**src/verilog/fdcr_pkg.sv**
```systemverilog
/*
 * Shared constants and types for the floppy controller rate, handshake and
 * end-status register block. Assumes a 250 MHz system clock and an 8-bit host
 * bus with synchronous chip select, address and active-low strobes.
 */
// Functional notes
// - Write at address 111 latches rate bits.
// - Rate steers clock; switch rates without glitches.
// - Unwritten register gives default 500K MFM rate.
// - Advanced mode: nonzero rate bits select 250K.
// - Basic mode stores bits 0-2; bit2 precomp.
// - Advanced mode: bit 4 disables write precompensation.
// - Advanced mode: bit 2 reads as one.
// - Rate decode: 500K, 300K, 250K, 125K.
// - Main status readable anytime without side effects.
// - Direction and request rise within 12 us.
// - Busy drops within 12 us of last read.
// - Seeking bits per drive; refuse read/write commands.
// - Busy during read/write; no other command accepted.
// - Execution flag only in non-DMA execution phase.
// - Direction bit: one means device to host.
// - Request bit marks data register ready.
// - End code 00 normal, bit 6 abnormal.
// - Seek completion sets end status bit 5.
// - 255 steps without track zero: equipment fault.
// - Not-ready end status bit always zero.
// - End status holds head and unit number.
`default_nettype none
package fdcr_pkg;
	localparam logic [2:0] ADDR_MSR       = 3'h4;
	localparam logic [2:0] ADDR_DATA      = 3'h5;
	localparam logic [2:0] ADDR_RATE_CFG  = 3'h7;
	localparam int         RC_RATE_LO     = 0;
	localparam int         RC_RATE_HI     = 1;
	localparam int         RC_BIT2        = 2;
	localparam int         RC_PRECOMP_ADV = 4;
	localparam logic [7:0] RATE_CFG_RST   = 8'h00;
	localparam int         MSR_BUSY       = 4;
	localparam int         MSR_EXEC       = 5;
	localparam int         MSR_DIR        = 6;
	localparam int         MSR_REQ        = 7;
	localparam logic [1:0] TERM_NORMAL    = 2'h0;
	localparam logic [1:0] TERM_ABNORMAL  = 2'h1;
	localparam logic [4:0] OPC_WRITE_DATA = 5'h05;
	localparam logic [4:0] OPC_READ_DATA  = 5'h06;
	localparam logic [4:0] OPC_WRITE_DEL  = 5'h09;
	localparam logic [4:0] OPC_READ_DEL   = 5'h0C;
	localparam logic [7:0] RECAL_STEP_MAX = 8'hFF;
	localparam int         CLK_PERIOD_NS  = 4;
	localparam int         REF_CLK_DIV    = 32;
	localparam int         REF_CLK_MAX_KHZ = 16000;
	localparam int         HS_MAX_NS      = 12000;
	localparam int         HS_MAX_CYC     = HS_MAX_NS / CLK_PERIOD_NS;
	localparam logic [3:0] HS_LAT_CYC     = 4'h8;
	localparam int         BIT_NS_500K    = 2000;
	localparam int         BIT_NS_300K    = 3333;
	localparam int         BIT_NS_250K    = 4000;
	localparam int         BIT_NS_125K    = 8000;
	localparam logic [11:0] DIV_500K = 12'(BIT_NS_500K / CLK_PERIOD_NS);
	localparam logic [11:0] DIV_300K = 12'(BIT_NS_300K / CLK_PERIOD_NS);
	localparam logic [11:0] DIV_250K = 12'(BIT_NS_250K / CLK_PERIOD_NS);
	localparam logic [11:0] DIV_125K = 12'(BIT_NS_125K / CLK_PERIOD_NS);
	typedef enum logic [3:0] {
		RATE_500K = 4'b0001,
		RATE_300K = 4'b0010,
		RATE_250K = 4'b0100,
		RATE_125K = 4'b1000
	} fdcr_rate_e;
	typedef enum logic [3:0] {
		PH_IDLE   = 4'b0001,
		PH_CMD    = 4'b0010,
		PH_EXEC   = 4'b0100,
		PH_RESULT = 4'b1000
	} fdcr_phase_e;
	typedef struct packed {
		logic       valid;
		logic       first;
		logic [7:0] data;
	} fdcr_byte_s;
	typedef struct packed {
		logic       valid;
		logic       failed;
		logic       seek;
		logic       head;
		logic [1:0] unit;
		logic [2:0] res_count;
	} fdcr_end_s;
	typedef struct packed {
		fdcr_rate_e rate;
		logic       precomp_en;
		logic       cfg_bit2;
	} fdcr_cfg_s;
endpackage
`default_nettype wire

```
**src/verilog/fdcr_regs.sv**
```systemverilog
/*
 * Rate configuration, main handshake status and command end status logic.
 * Assumes the host bus inputs are synchronous to clk_i and that the command
 * core answers each command byte within HS_LAT_CYC cycles.
 */
`timescale 1ns/1ns
`default_nettype none
module fdcr_regs
	import fdcr_pkg::*;
(
	input  wire logic       clk_i,
	input  wire logic       reset_i,
	input  wire logic       cs_n_i,
	input  wire logic [2:0] addr_i,
	input  wire logic       rd_n_i,
	input  wire logic       wr_n_i,
	input  wire logic [7:0] data_i,
	output logic      [7:0] data_o,
	output logic            data_oe_o,
	input  wire logic       adv_mode_i,
	input  wire logic       dma_mode_i,
	input  wire logic [3:0] drive_seeking_i,
	input  wire logic       cmd_last_i,
	input  wire logic       exec_req_i,
	input  wire logic       exec_dir_i,
	input  wire fdcr_end_s  end_i,
	input  wire logic [7:0] res_data_i,
	input  wire logic       recal_active_i,
	input  wire logic       step_pulse_i,
	input  wire logic       track0_i,
	output fdcr_byte_s      byte_o,
	output logic            res_pop_o,
	output logic            cmd_refused_o,
	output fdcr_cfg_s       cfg_o,
	output logic            bit_tick_o
);
	logic        rd_n_q;
	logic        wr_n_q;
	logic [1:0]  rate_bits_q;
	logic        cfg_bit2_q;
	logic        precomp_off_adv_q;
	fdcr_phase_e phase_q;
	fdcr_phase_e phase_d;
	logic        host_request_q;
	logic [3:0]  dly_q;
	logic        ctrl_busy_q;
	logic [7:0]  st0_q;
	logic [2:0]  res_count_q;
	logic [2:0]  res_idx_q;
	logic [7:0]  step_cnt_q;
	logic        equipment_fault_q;
	logic        recal_q;
	logic [11:0] div_cnt_q;
	logic [11:0] div_cur_q;
	logic [7:0]  data_q;
	logic        refused_q;
	fdcr_byte_s  byte_q;
	logic        pop_q;

	wire sel       = ~cs_n_i;
	wire rd_fall   = rd_n_q & ~rd_n_i;
	wire wr_fall   = wr_n_q & ~wr_n_i;
	wire rate_wr   = sel & wr_fall & (addr_i == ADDR_RATE_CFG);
	wire data_wr   = sel & wr_fall & (addr_i == ADDR_DATA);
	wire data_rd   = sel & rd_fall & (addr_i == ADDR_DATA);
	wire rd_msr    = sel & ~rd_n_i & (addr_i == ADDR_MSR);
	wire rd_data   = sel & ~rd_n_i & (addr_i == ADDR_DATA);
	// A data read keeps the byte taken on its first edge, since the result index moves on at once.
	wire data_load = ~rd_data | rd_fall;
	wire in_idle   = (phase_q == PH_IDLE);
	wire in_cmd    = (phase_q == PH_CMD);
	wire in_exec   = (phase_q == PH_EXEC);
	wire in_result = (phase_q == PH_RESULT);
	wire [4:0] opc = data_i[4:0];
	wire is_rw     = (opc == OPC_READ_DATA) | (opc == OPC_WRITE_DATA) |
	                 (opc == OPC_READ_DEL) | (opc == OPC_WRITE_DEL);
	wire refuse    = in_idle & data_wr & is_rw & (|drive_seeking_i);
	wire take_cmd  = (in_idle | in_cmd) & data_wr & host_request_q & ~refuse;
	wire take_res  = in_result & data_rd & host_request_q;
	wire last_res  = take_res & (res_idx_q == res_count_q);
	wire dly_done  = (dly_q == 4'h1);

	// Request and direction are the pair the host polls before each byte.
	wire host_request   = in_exec ? exec_req_i : host_request_q;
	wire xfer_direction = in_result | (in_exec & exec_dir_i);
	wire exec_phase_flag = in_exec & ~dma_mode_i;
	wire [7:0] main_handshake_status = {host_request, xfer_direction, exec_phase_flag, ctrl_busy_q, drive_seeking_i};

	// Advanced mode collapses every nonzero setting onto the slow rate.
	wire fdcr_rate_e rate_adv = (rate_bits_q == 2'h0) ? RATE_500K : RATE_250K;
	wire fdcr_rate_e rate_bas = (rate_bits_q == 2'h0) ? RATE_500K :
	                            (rate_bits_q == 2'h1) ? RATE_300K :
	                            (rate_bits_q == 2'h2) ? RATE_250K : RATE_125K;
	wire fdcr_rate_e rate_eff = adv_mode_i ? rate_adv : rate_bas;
	wire [11:0] div_new = (rate_eff == RATE_500K) ? DIV_500K :
	                      (rate_eff == RATE_300K) ? DIV_300K :
	                      (rate_eff == RATE_250K) ? DIV_250K : DIV_125K;
	wire div_wrap = (div_cnt_q == 12'h001);

	wire [7:0] rd_val = (rd_msr | ~in_result) ? main_handshake_status : ((res_idx_q == 3'h0) ? st0_q : res_data_i);

	assign cfg_o.rate       = rate_eff;
	assign cfg_o.precomp_en = adv_mode_i ? ~precomp_off_adv_q : ~cfg_bit2_q;
	assign cfg_o.cfg_bit2   = adv_mode_i ? 1'b1 : cfg_bit2_q;
	assign data_o        = data_q;
	assign data_oe_o     = rd_msr | rd_data;
	assign byte_o        = byte_q;
	assign res_pop_o     = pop_q;
	assign cmd_refused_o = refused_q;
	assign bit_tick_o    = div_wrap;

	always_ff @(posedge clk_i or posedge reset_i) begin
		if (reset_i) begin
			rd_n_q <= 1'b1;
			wr_n_q <= 1'b1;
			data_q <= 8'h00;
		end else begin
			rd_n_q <= rd_n_i;
			wr_n_q <= wr_n_i;
			if (data_load) begin
				data_q <= rd_val;
			end
		end
	end

	// Reserved bits of the active mode are never stored, so writes to them vanish.
	always_ff @(posedge clk_i or posedge reset_i) begin
		if (reset_i) begin
			rate_bits_q       <= RATE_CFG_RST[1:0];
			cfg_bit2_q        <= RATE_CFG_RST[RC_BIT2];
			precomp_off_adv_q <= RATE_CFG_RST[RC_PRECOMP_ADV];
		end else if (rate_wr) begin
			rate_bits_q <= {data_i[RC_RATE_HI], data_i[RC_RATE_LO]};
			if (adv_mode_i) begin
				precomp_off_adv_q <= data_i[RC_PRECOMP_ADV];
			end else begin
				cfg_bit2_q <= data_i[RC_BIT2];
			end
		end
	end

	// A new divisor is only loaded at the end of a bit cell, so no short cell appears.
	always_ff @(posedge clk_i or posedge reset_i) begin
		if (reset_i) begin
			div_cnt_q <= DIV_500K;
			div_cur_q <= DIV_500K;
		end else if (div_wrap) begin
			div_cnt_q <= div_new;
			div_cur_q <= div_new;
		end else begin
			div_cnt_q <= div_cnt_q - 12'h001;
		end
	end

	always_comb begin
		phase_d = phase_q;
		case (phase_q)
			PH_IDLE: begin
				if (take_cmd) begin
					phase_d = PH_CMD;
				end
			end
			PH_CMD: begin
				if (cmd_last_i) begin
					phase_d = PH_EXEC;
				end
			end
			PH_EXEC: begin
				if (end_i.valid) begin
					phase_d = PH_RESULT;
				end
			end
			PH_RESULT: begin
				if (last_res) begin
					phase_d = PH_IDLE;
				end
			end
			default: phase_d = PH_IDLE;
		endcase
	end

	// Only the idle phase takes a first byte, which blocks commands while busy.
	always_ff @(posedge clk_i or posedge reset_i) begin
		if (reset_i) begin
			phase_q <= PH_IDLE;
		end else begin
			phase_q <= phase_d;
		end
	end

	always_ff @(posedge clk_i or posedge reset_i) begin
		if (reset_i) begin
			host_request_q <= 1'b1;
			dly_q          <= 4'h0;
		end else if (take_cmd | take_res | refuse) begin
			host_request_q <= 1'b0;
			dly_q          <= HS_LAT_CYC;
		end else if (in_exec | (in_cmd & cmd_last_i)) begin
			host_request_q <= 1'b0;
			dly_q          <= 4'h0;
		end else if (end_i.valid & in_exec) begin
			host_request_q <= 1'b0;
		end else if (dly_q != 4'h0) begin
			dly_q <= dly_q - 4'h1;
			if (dly_done) begin
				host_request_q <= 1'b1;
			end
		end else if (in_result & ~host_request_q) begin
			host_request_q <= 1'b1;
		end
	end

	// Busy clears together with the request after the last result byte.
	always_ff @(posedge clk_i or posedge reset_i) begin
		if (reset_i) begin
			ctrl_busy_q <= 1'b0;
		end else if (in_idle & take_cmd & is_rw) begin
			ctrl_busy_q <= 1'b1;
		end else if (in_idle & dly_done) begin
			ctrl_busy_q <= 1'b0;
		end
	end

	always_ff @(posedge clk_i or posedge reset_i) begin
		if (reset_i) begin
			byte_q    <= '0;
			pop_q     <= 1'b0;
			refused_q <= 1'b0;
		end else begin
			byte_q.valid <= take_cmd | (in_exec & data_wr);
			byte_q.first <= in_idle & take_cmd;
			byte_q.data  <= data_i;
			pop_q        <= take_res & (res_idx_q != 3'h0);
			refused_q    <= refuse;
		end
	end

	// Step counting restarts on every new recalibration.
	always_ff @(posedge clk_i or posedge reset_i) begin
		if (reset_i) begin
			recal_q           <= 1'b0;
			step_cnt_q        <= 8'h00;
			equipment_fault_q <= 1'b0;
		end else begin
			recal_q <= recal_active_i;
			if (recal_active_i & ~recal_q) begin
				step_cnt_q        <= 8'h00;
				equipment_fault_q <= 1'b0;
			end else if (recal_active_i & step_pulse_i & ~track0_i & (step_cnt_q != RECAL_STEP_MAX)) begin
				step_cnt_q <= step_cnt_q + 8'h01;
				if (step_cnt_q == RECAL_STEP_MAX - 8'h01) begin
					equipment_fault_q <= 1'b1;
				end
			end
		end
	end

	always_ff @(posedge clk_i or posedge reset_i) begin
		if (reset_i) begin
			st0_q       <= 8'h00;
			res_count_q <= 3'h0;
			res_idx_q   <= 3'h0;
		end else if (in_exec & end_i.valid) begin
			st0_q[7:6]  <= end_i.failed ? TERM_ABNORMAL : TERM_NORMAL;
			st0_q[5]    <= end_i.seek;
			st0_q[4]    <= equipment_fault_q;
			st0_q[3]    <= 1'b0;
			st0_q[2:0]  <= {end_i.head, end_i.unit};
			res_count_q <= end_i.res_count;
			res_idx_q   <= 3'h0;
		end else if (take_res) begin
			res_idx_q <= res_idx_q + 3'h1;
		end
	end
endmodule
`default_nettype wire

```
**config.mk**
```make
export PLATFORM = sky130hd
export DESIGN_NAME = fdcr_regs
export DESIGN_NICKNAME = d
export VERILOG_FILES = /design/src/verilog/fdcr_pkg.sv /design/src/verilog/fdcr_regs.sv
export SDC_FILE = /design/constraint.sdc
export NUM_CORES = 1
export LEC_CHECK = 0
export BUFFER_PORTS_ARGS = -buffer_cell sky130_fd_sc_hd__buf_2
export CAP_MARGIN = 20
export CORE_ASPECT_RATIO = 0.9
export CORE_MARGIN = 2
export CORE_UTILIZATION = 39
export CTS_BUF_LIST = sky130_fd_sc_hd__clkbuf_4 sky130_fd_sc_hd__clkbuf_8 sky130_fd_sc_hd__clkbuf_16
export CTS_CLUSTER_SIZE = 25
export DETAILED_ROUTE_END_ITERATION = 6
export HOLD_SLACK_MARGIN = 0.05
export PLACE_DENSITY = 0.67
export SYNTH_ARGS = -nofsm -noshare
export SYNTH_HDL_FRONTEND = slang
export SYNTH_SLANG_ARGS = --single-unit
```
**constraint.sdc**
```tcl
create_clock -name clk_i -period 2.47 [get_ports clk_i]
set_clock_uncertainty 0.2 [all_clocks]
set_input_delay 0.1235 -clock clk_i [delete_from_list [all_inputs] [get_ports clk_i]]
set_output_delay 0.1235 -clock clk_i [all_outputs]
set_load 0.05 [all_outputs]
```
==> impl_metrics.ini <==
[run_status]
status = finished clean

[timing]
setup_viol = 0
fin_ws_ps = 109
rsz0062_at_grt = no
worst_pin_slew_ps = 681
whs_ps = 83.6
fin_crit_ps = 2360
drv_slew = 0
slew_headroom = 0.545
fmax_mhz = 424
final.period_utilization = 0.956
finalHoldViolations = 0
fin_setup_tns_ps = 0

[pwr]
p_sw_frac = 0.300
p_int_mw = 2.16
p_leak_nw = 2.28
peakVddDrop_mv = 0.278
p_seq_frac = 0.436
powerDensity_nw_per_um2 = 654
p_sw_mw = 0.926
pwr-share-comb = 0.232
p_clk_frac = 0.332

[layout]
ff_latch_area_um2 = 1760
utilization = 0.524
fin_nets = 516
multi_input_area_um2 = 1700
drive_gt1_frac = 0.289
final_cell_area_um2 = 4710
n_antenna_cell = 0
syn_to_final_growth_pct = 32.7
fillers = 843

[cts]
clock_path_buffers = 2
path_clk_slew_ps = 70
cts-root-buf = clkbuf_8
cts_setup_buffers = 0
numCtsBuffers = 9
ctsHoldBuffers = 40
worst_skew_pair.late_latency_ps = 340
cts_max_level = 3
cts_sinks = 70
cts_resized = 0
cts_tree = done

[routing]
wirelength_um = 8090
wire_per_inst_um = 13.7
vias = 2886
drc = 0
viasPerCell = 4.90
ant_nets = 0
dr.first_iter.drc_count = 144
drt_pass1_iterations = 4

[setup_path]
crit_family = buffers and inverters
reg2regPathDepth = 6
cp_slowest_stage_delay_ps = 620
worst_ep_arrival_time_ps = 2360
crit_path_max_fanout = 7
cp.required_ps = 2470
start_kind = primary input
worstSetupPathType = primary input to register
rrSetupSlack_ps = 280
r2r_end = div_cnt_q[10]$_DFF_PP0_
critical_path_buf_inv_count = 3
cp-end-kind = register
crit_top_cell = dlygate4sd3_1
cp_slowest_cell = dlygate4sd3_1
regToRegStartpoint = div_cnt_q[0]$_DFF_PP0_
path_depth = 7
crit_chain = dlygate4sd3_1, buf_2, nor3b_1, dlygate4sd3_1, nand3_1, nor3_2, nor3_1

[logic_synthesis]
syn_nets = 394
synth_edf_count = 0
yosys_warnings = 0
synth_cell_types = 59
synth_seq_cells = 70
syn_area_per_cell_um2 = 10.4
async_reset_ff_frac = 1.00
yosys.area.top_type_share = 0.423
synthFlopType = dfrtp_1
synth_area_leaders = dfrtp_1 (42%), dfstp_2 (7.4%), nand2_1 (6.0%), mux2_2 (3.8%), ha_1 (3.2%)
syn_inst = 340
netlist_area_um2 = 3550
yosysSeqAreaShare = 0.497
yosys.area.top_type = dfrtp_1

[global_routing]
grt_max_degree = 32
antenna_found_initial = 0
grt.overflow.total = 0
grt_pass1_vias = 2797
grt_pass1_wl_um = 13300
grt_use_total = 0.170

[placed_design]
place_area_um2 = 4090
port_buffers = 72
dpl.hpwl_um = 5790
place_congestion = 0.873
pre_cts_ws_ps = 265

[floorplan]
die_y_um = 94.5
dieArea_um2 = 9890
io_pins = 73
row_count = 33
die_x_um = 105
start_util = 0.394
core_area_um2 = 9000

[min_path]
hold_end = byte_o[9]$_DFF_PP0_
hold_class = primary input to register
hold_path_depth = 4
min-delay-start = addr_i[0]

[run]
cap_viol_max_count = 0
area by class of cell:
| type | count | area share |
|---|---|---|
| multi-input cells | 249 | 0.361 |
| flip-flops and latches | 70 | 0.374 |
| well taps | 122 | 0.0324 |
| repair buffers | 118 | 0.174 |
| clock inverters | 6 | 0.0181 |
| clock buffers | 10 | 0.0292 |
| inverters | 14 | 0.0111 |
metal layers:
metal,share of wire,vias to the layer above,GRT usage
li1,-,1429,-
met1,0.48,1383,0.220
met2,0.47,62,0.279
met3,0.040,12,0.0483
met4,0.014,0,0.0544
met5,0,-,0
state kept, by name, indices dropped and copies added (netlist names), 4 cells and up:
signal and count:
data_o 8, div_cnt_q 12, step_cnt_q 8, st0_q 6, byte_o 10, dly_q 4, phase_q 4
placed cells by master (no fill, tap or decap), types with 5 or more instances in the layout:
cell type / instances
mux2i_1: 11
clkbuf_8: 10
a21oi_1: 6
nand2_1: 57
nand3_1: 8
o21ai_0: 10
dfrtp_1: 60
xor2_1: 12
buf_2: 72
xnor2_1: 11
nor2b_1: 10
dlygate4sd3_1: 40
nor3_1: 7
nand4_1: 5
buf_4: 5
inv_1: 11
ha_1: 9
nor4_1: 5
dfstp_2: 10
mux2_2: 12
nor2_1: 24
Yosys cell counts, drive strengths merged, types with 8 or more instances:
cell and count:
o21ai 11, xnor2 11, inv 14, nor3 9
dfstp 10, nor2 24, nor2b 10, nand3 8
mux2i 11, dfrtp 60, mux2 12, nand2 57
ha 9, xor2 12
worst min-delay path: cells and delay by family:
family          cells  cell delay (ps)
simple gates        2              300
buf+inv             1              130
compound gates      1               30
per-stage QoR:
stage	instances	power, mW
after floorplan	340	1.86
after global placement	533	2.02
after detailed placement	533	2.04
after CTS	589	3.13
after global routing	589	3.28
final	589	3.08
power by group through the flow:
stage / Sequential (mW) / Combinational (mW) / Clock [mW]
2_1_floorplan: 1.41 / 0.446 / 0
4_1_cts: 1.35 / 0.722 / 1.06
5_1_grt: 1.36 / 0.808 / 1.11
6_report: 1.34 / 0.715 / 1.02
3_3_place_gp: 1.36 / 0.659 / 0
3_5_place_dp: 1.37 / 0.670 / 0
worst max-delay path by stage:
stage	startpoint	end
2_1_floorplan	div_cnt_q[0]$_DFF_PP0_	div_cnt_q[10]$_DFF_PP0_
3_3_place_gp	div_cnt_q[0]$_DFF_PP0_	div_cnt_q[10]$_DFF_PP0_
3_5_place_dp	div_cnt_q[0]$_DFF_PP0_	div_cnt_q[10]$_DFF_PP0_
4_1_cts	addr_i[1]	dly_q[2]$_DFFE_PP0P_
5_1_grt	addr_i[1]	dly_q[2]$_DFFE_PP0P_
6_report	addr_i[1]	dly_q[2]$_DFFE_PP0P_
cell families after synthesis:
family / share of synthesized area
buffers and inverters: 0.0236
AO/OA/AOI/OAI: 0.0779
adder cells (fa/ha/maj): 0.0317
multiplexers: 0.0691
flip-flops: 0.497
AND/OR/NAND/NOR: 0.244
XOR/XNOR: 0.0567
Note: power is estimated with default switching activity, not from simulation.
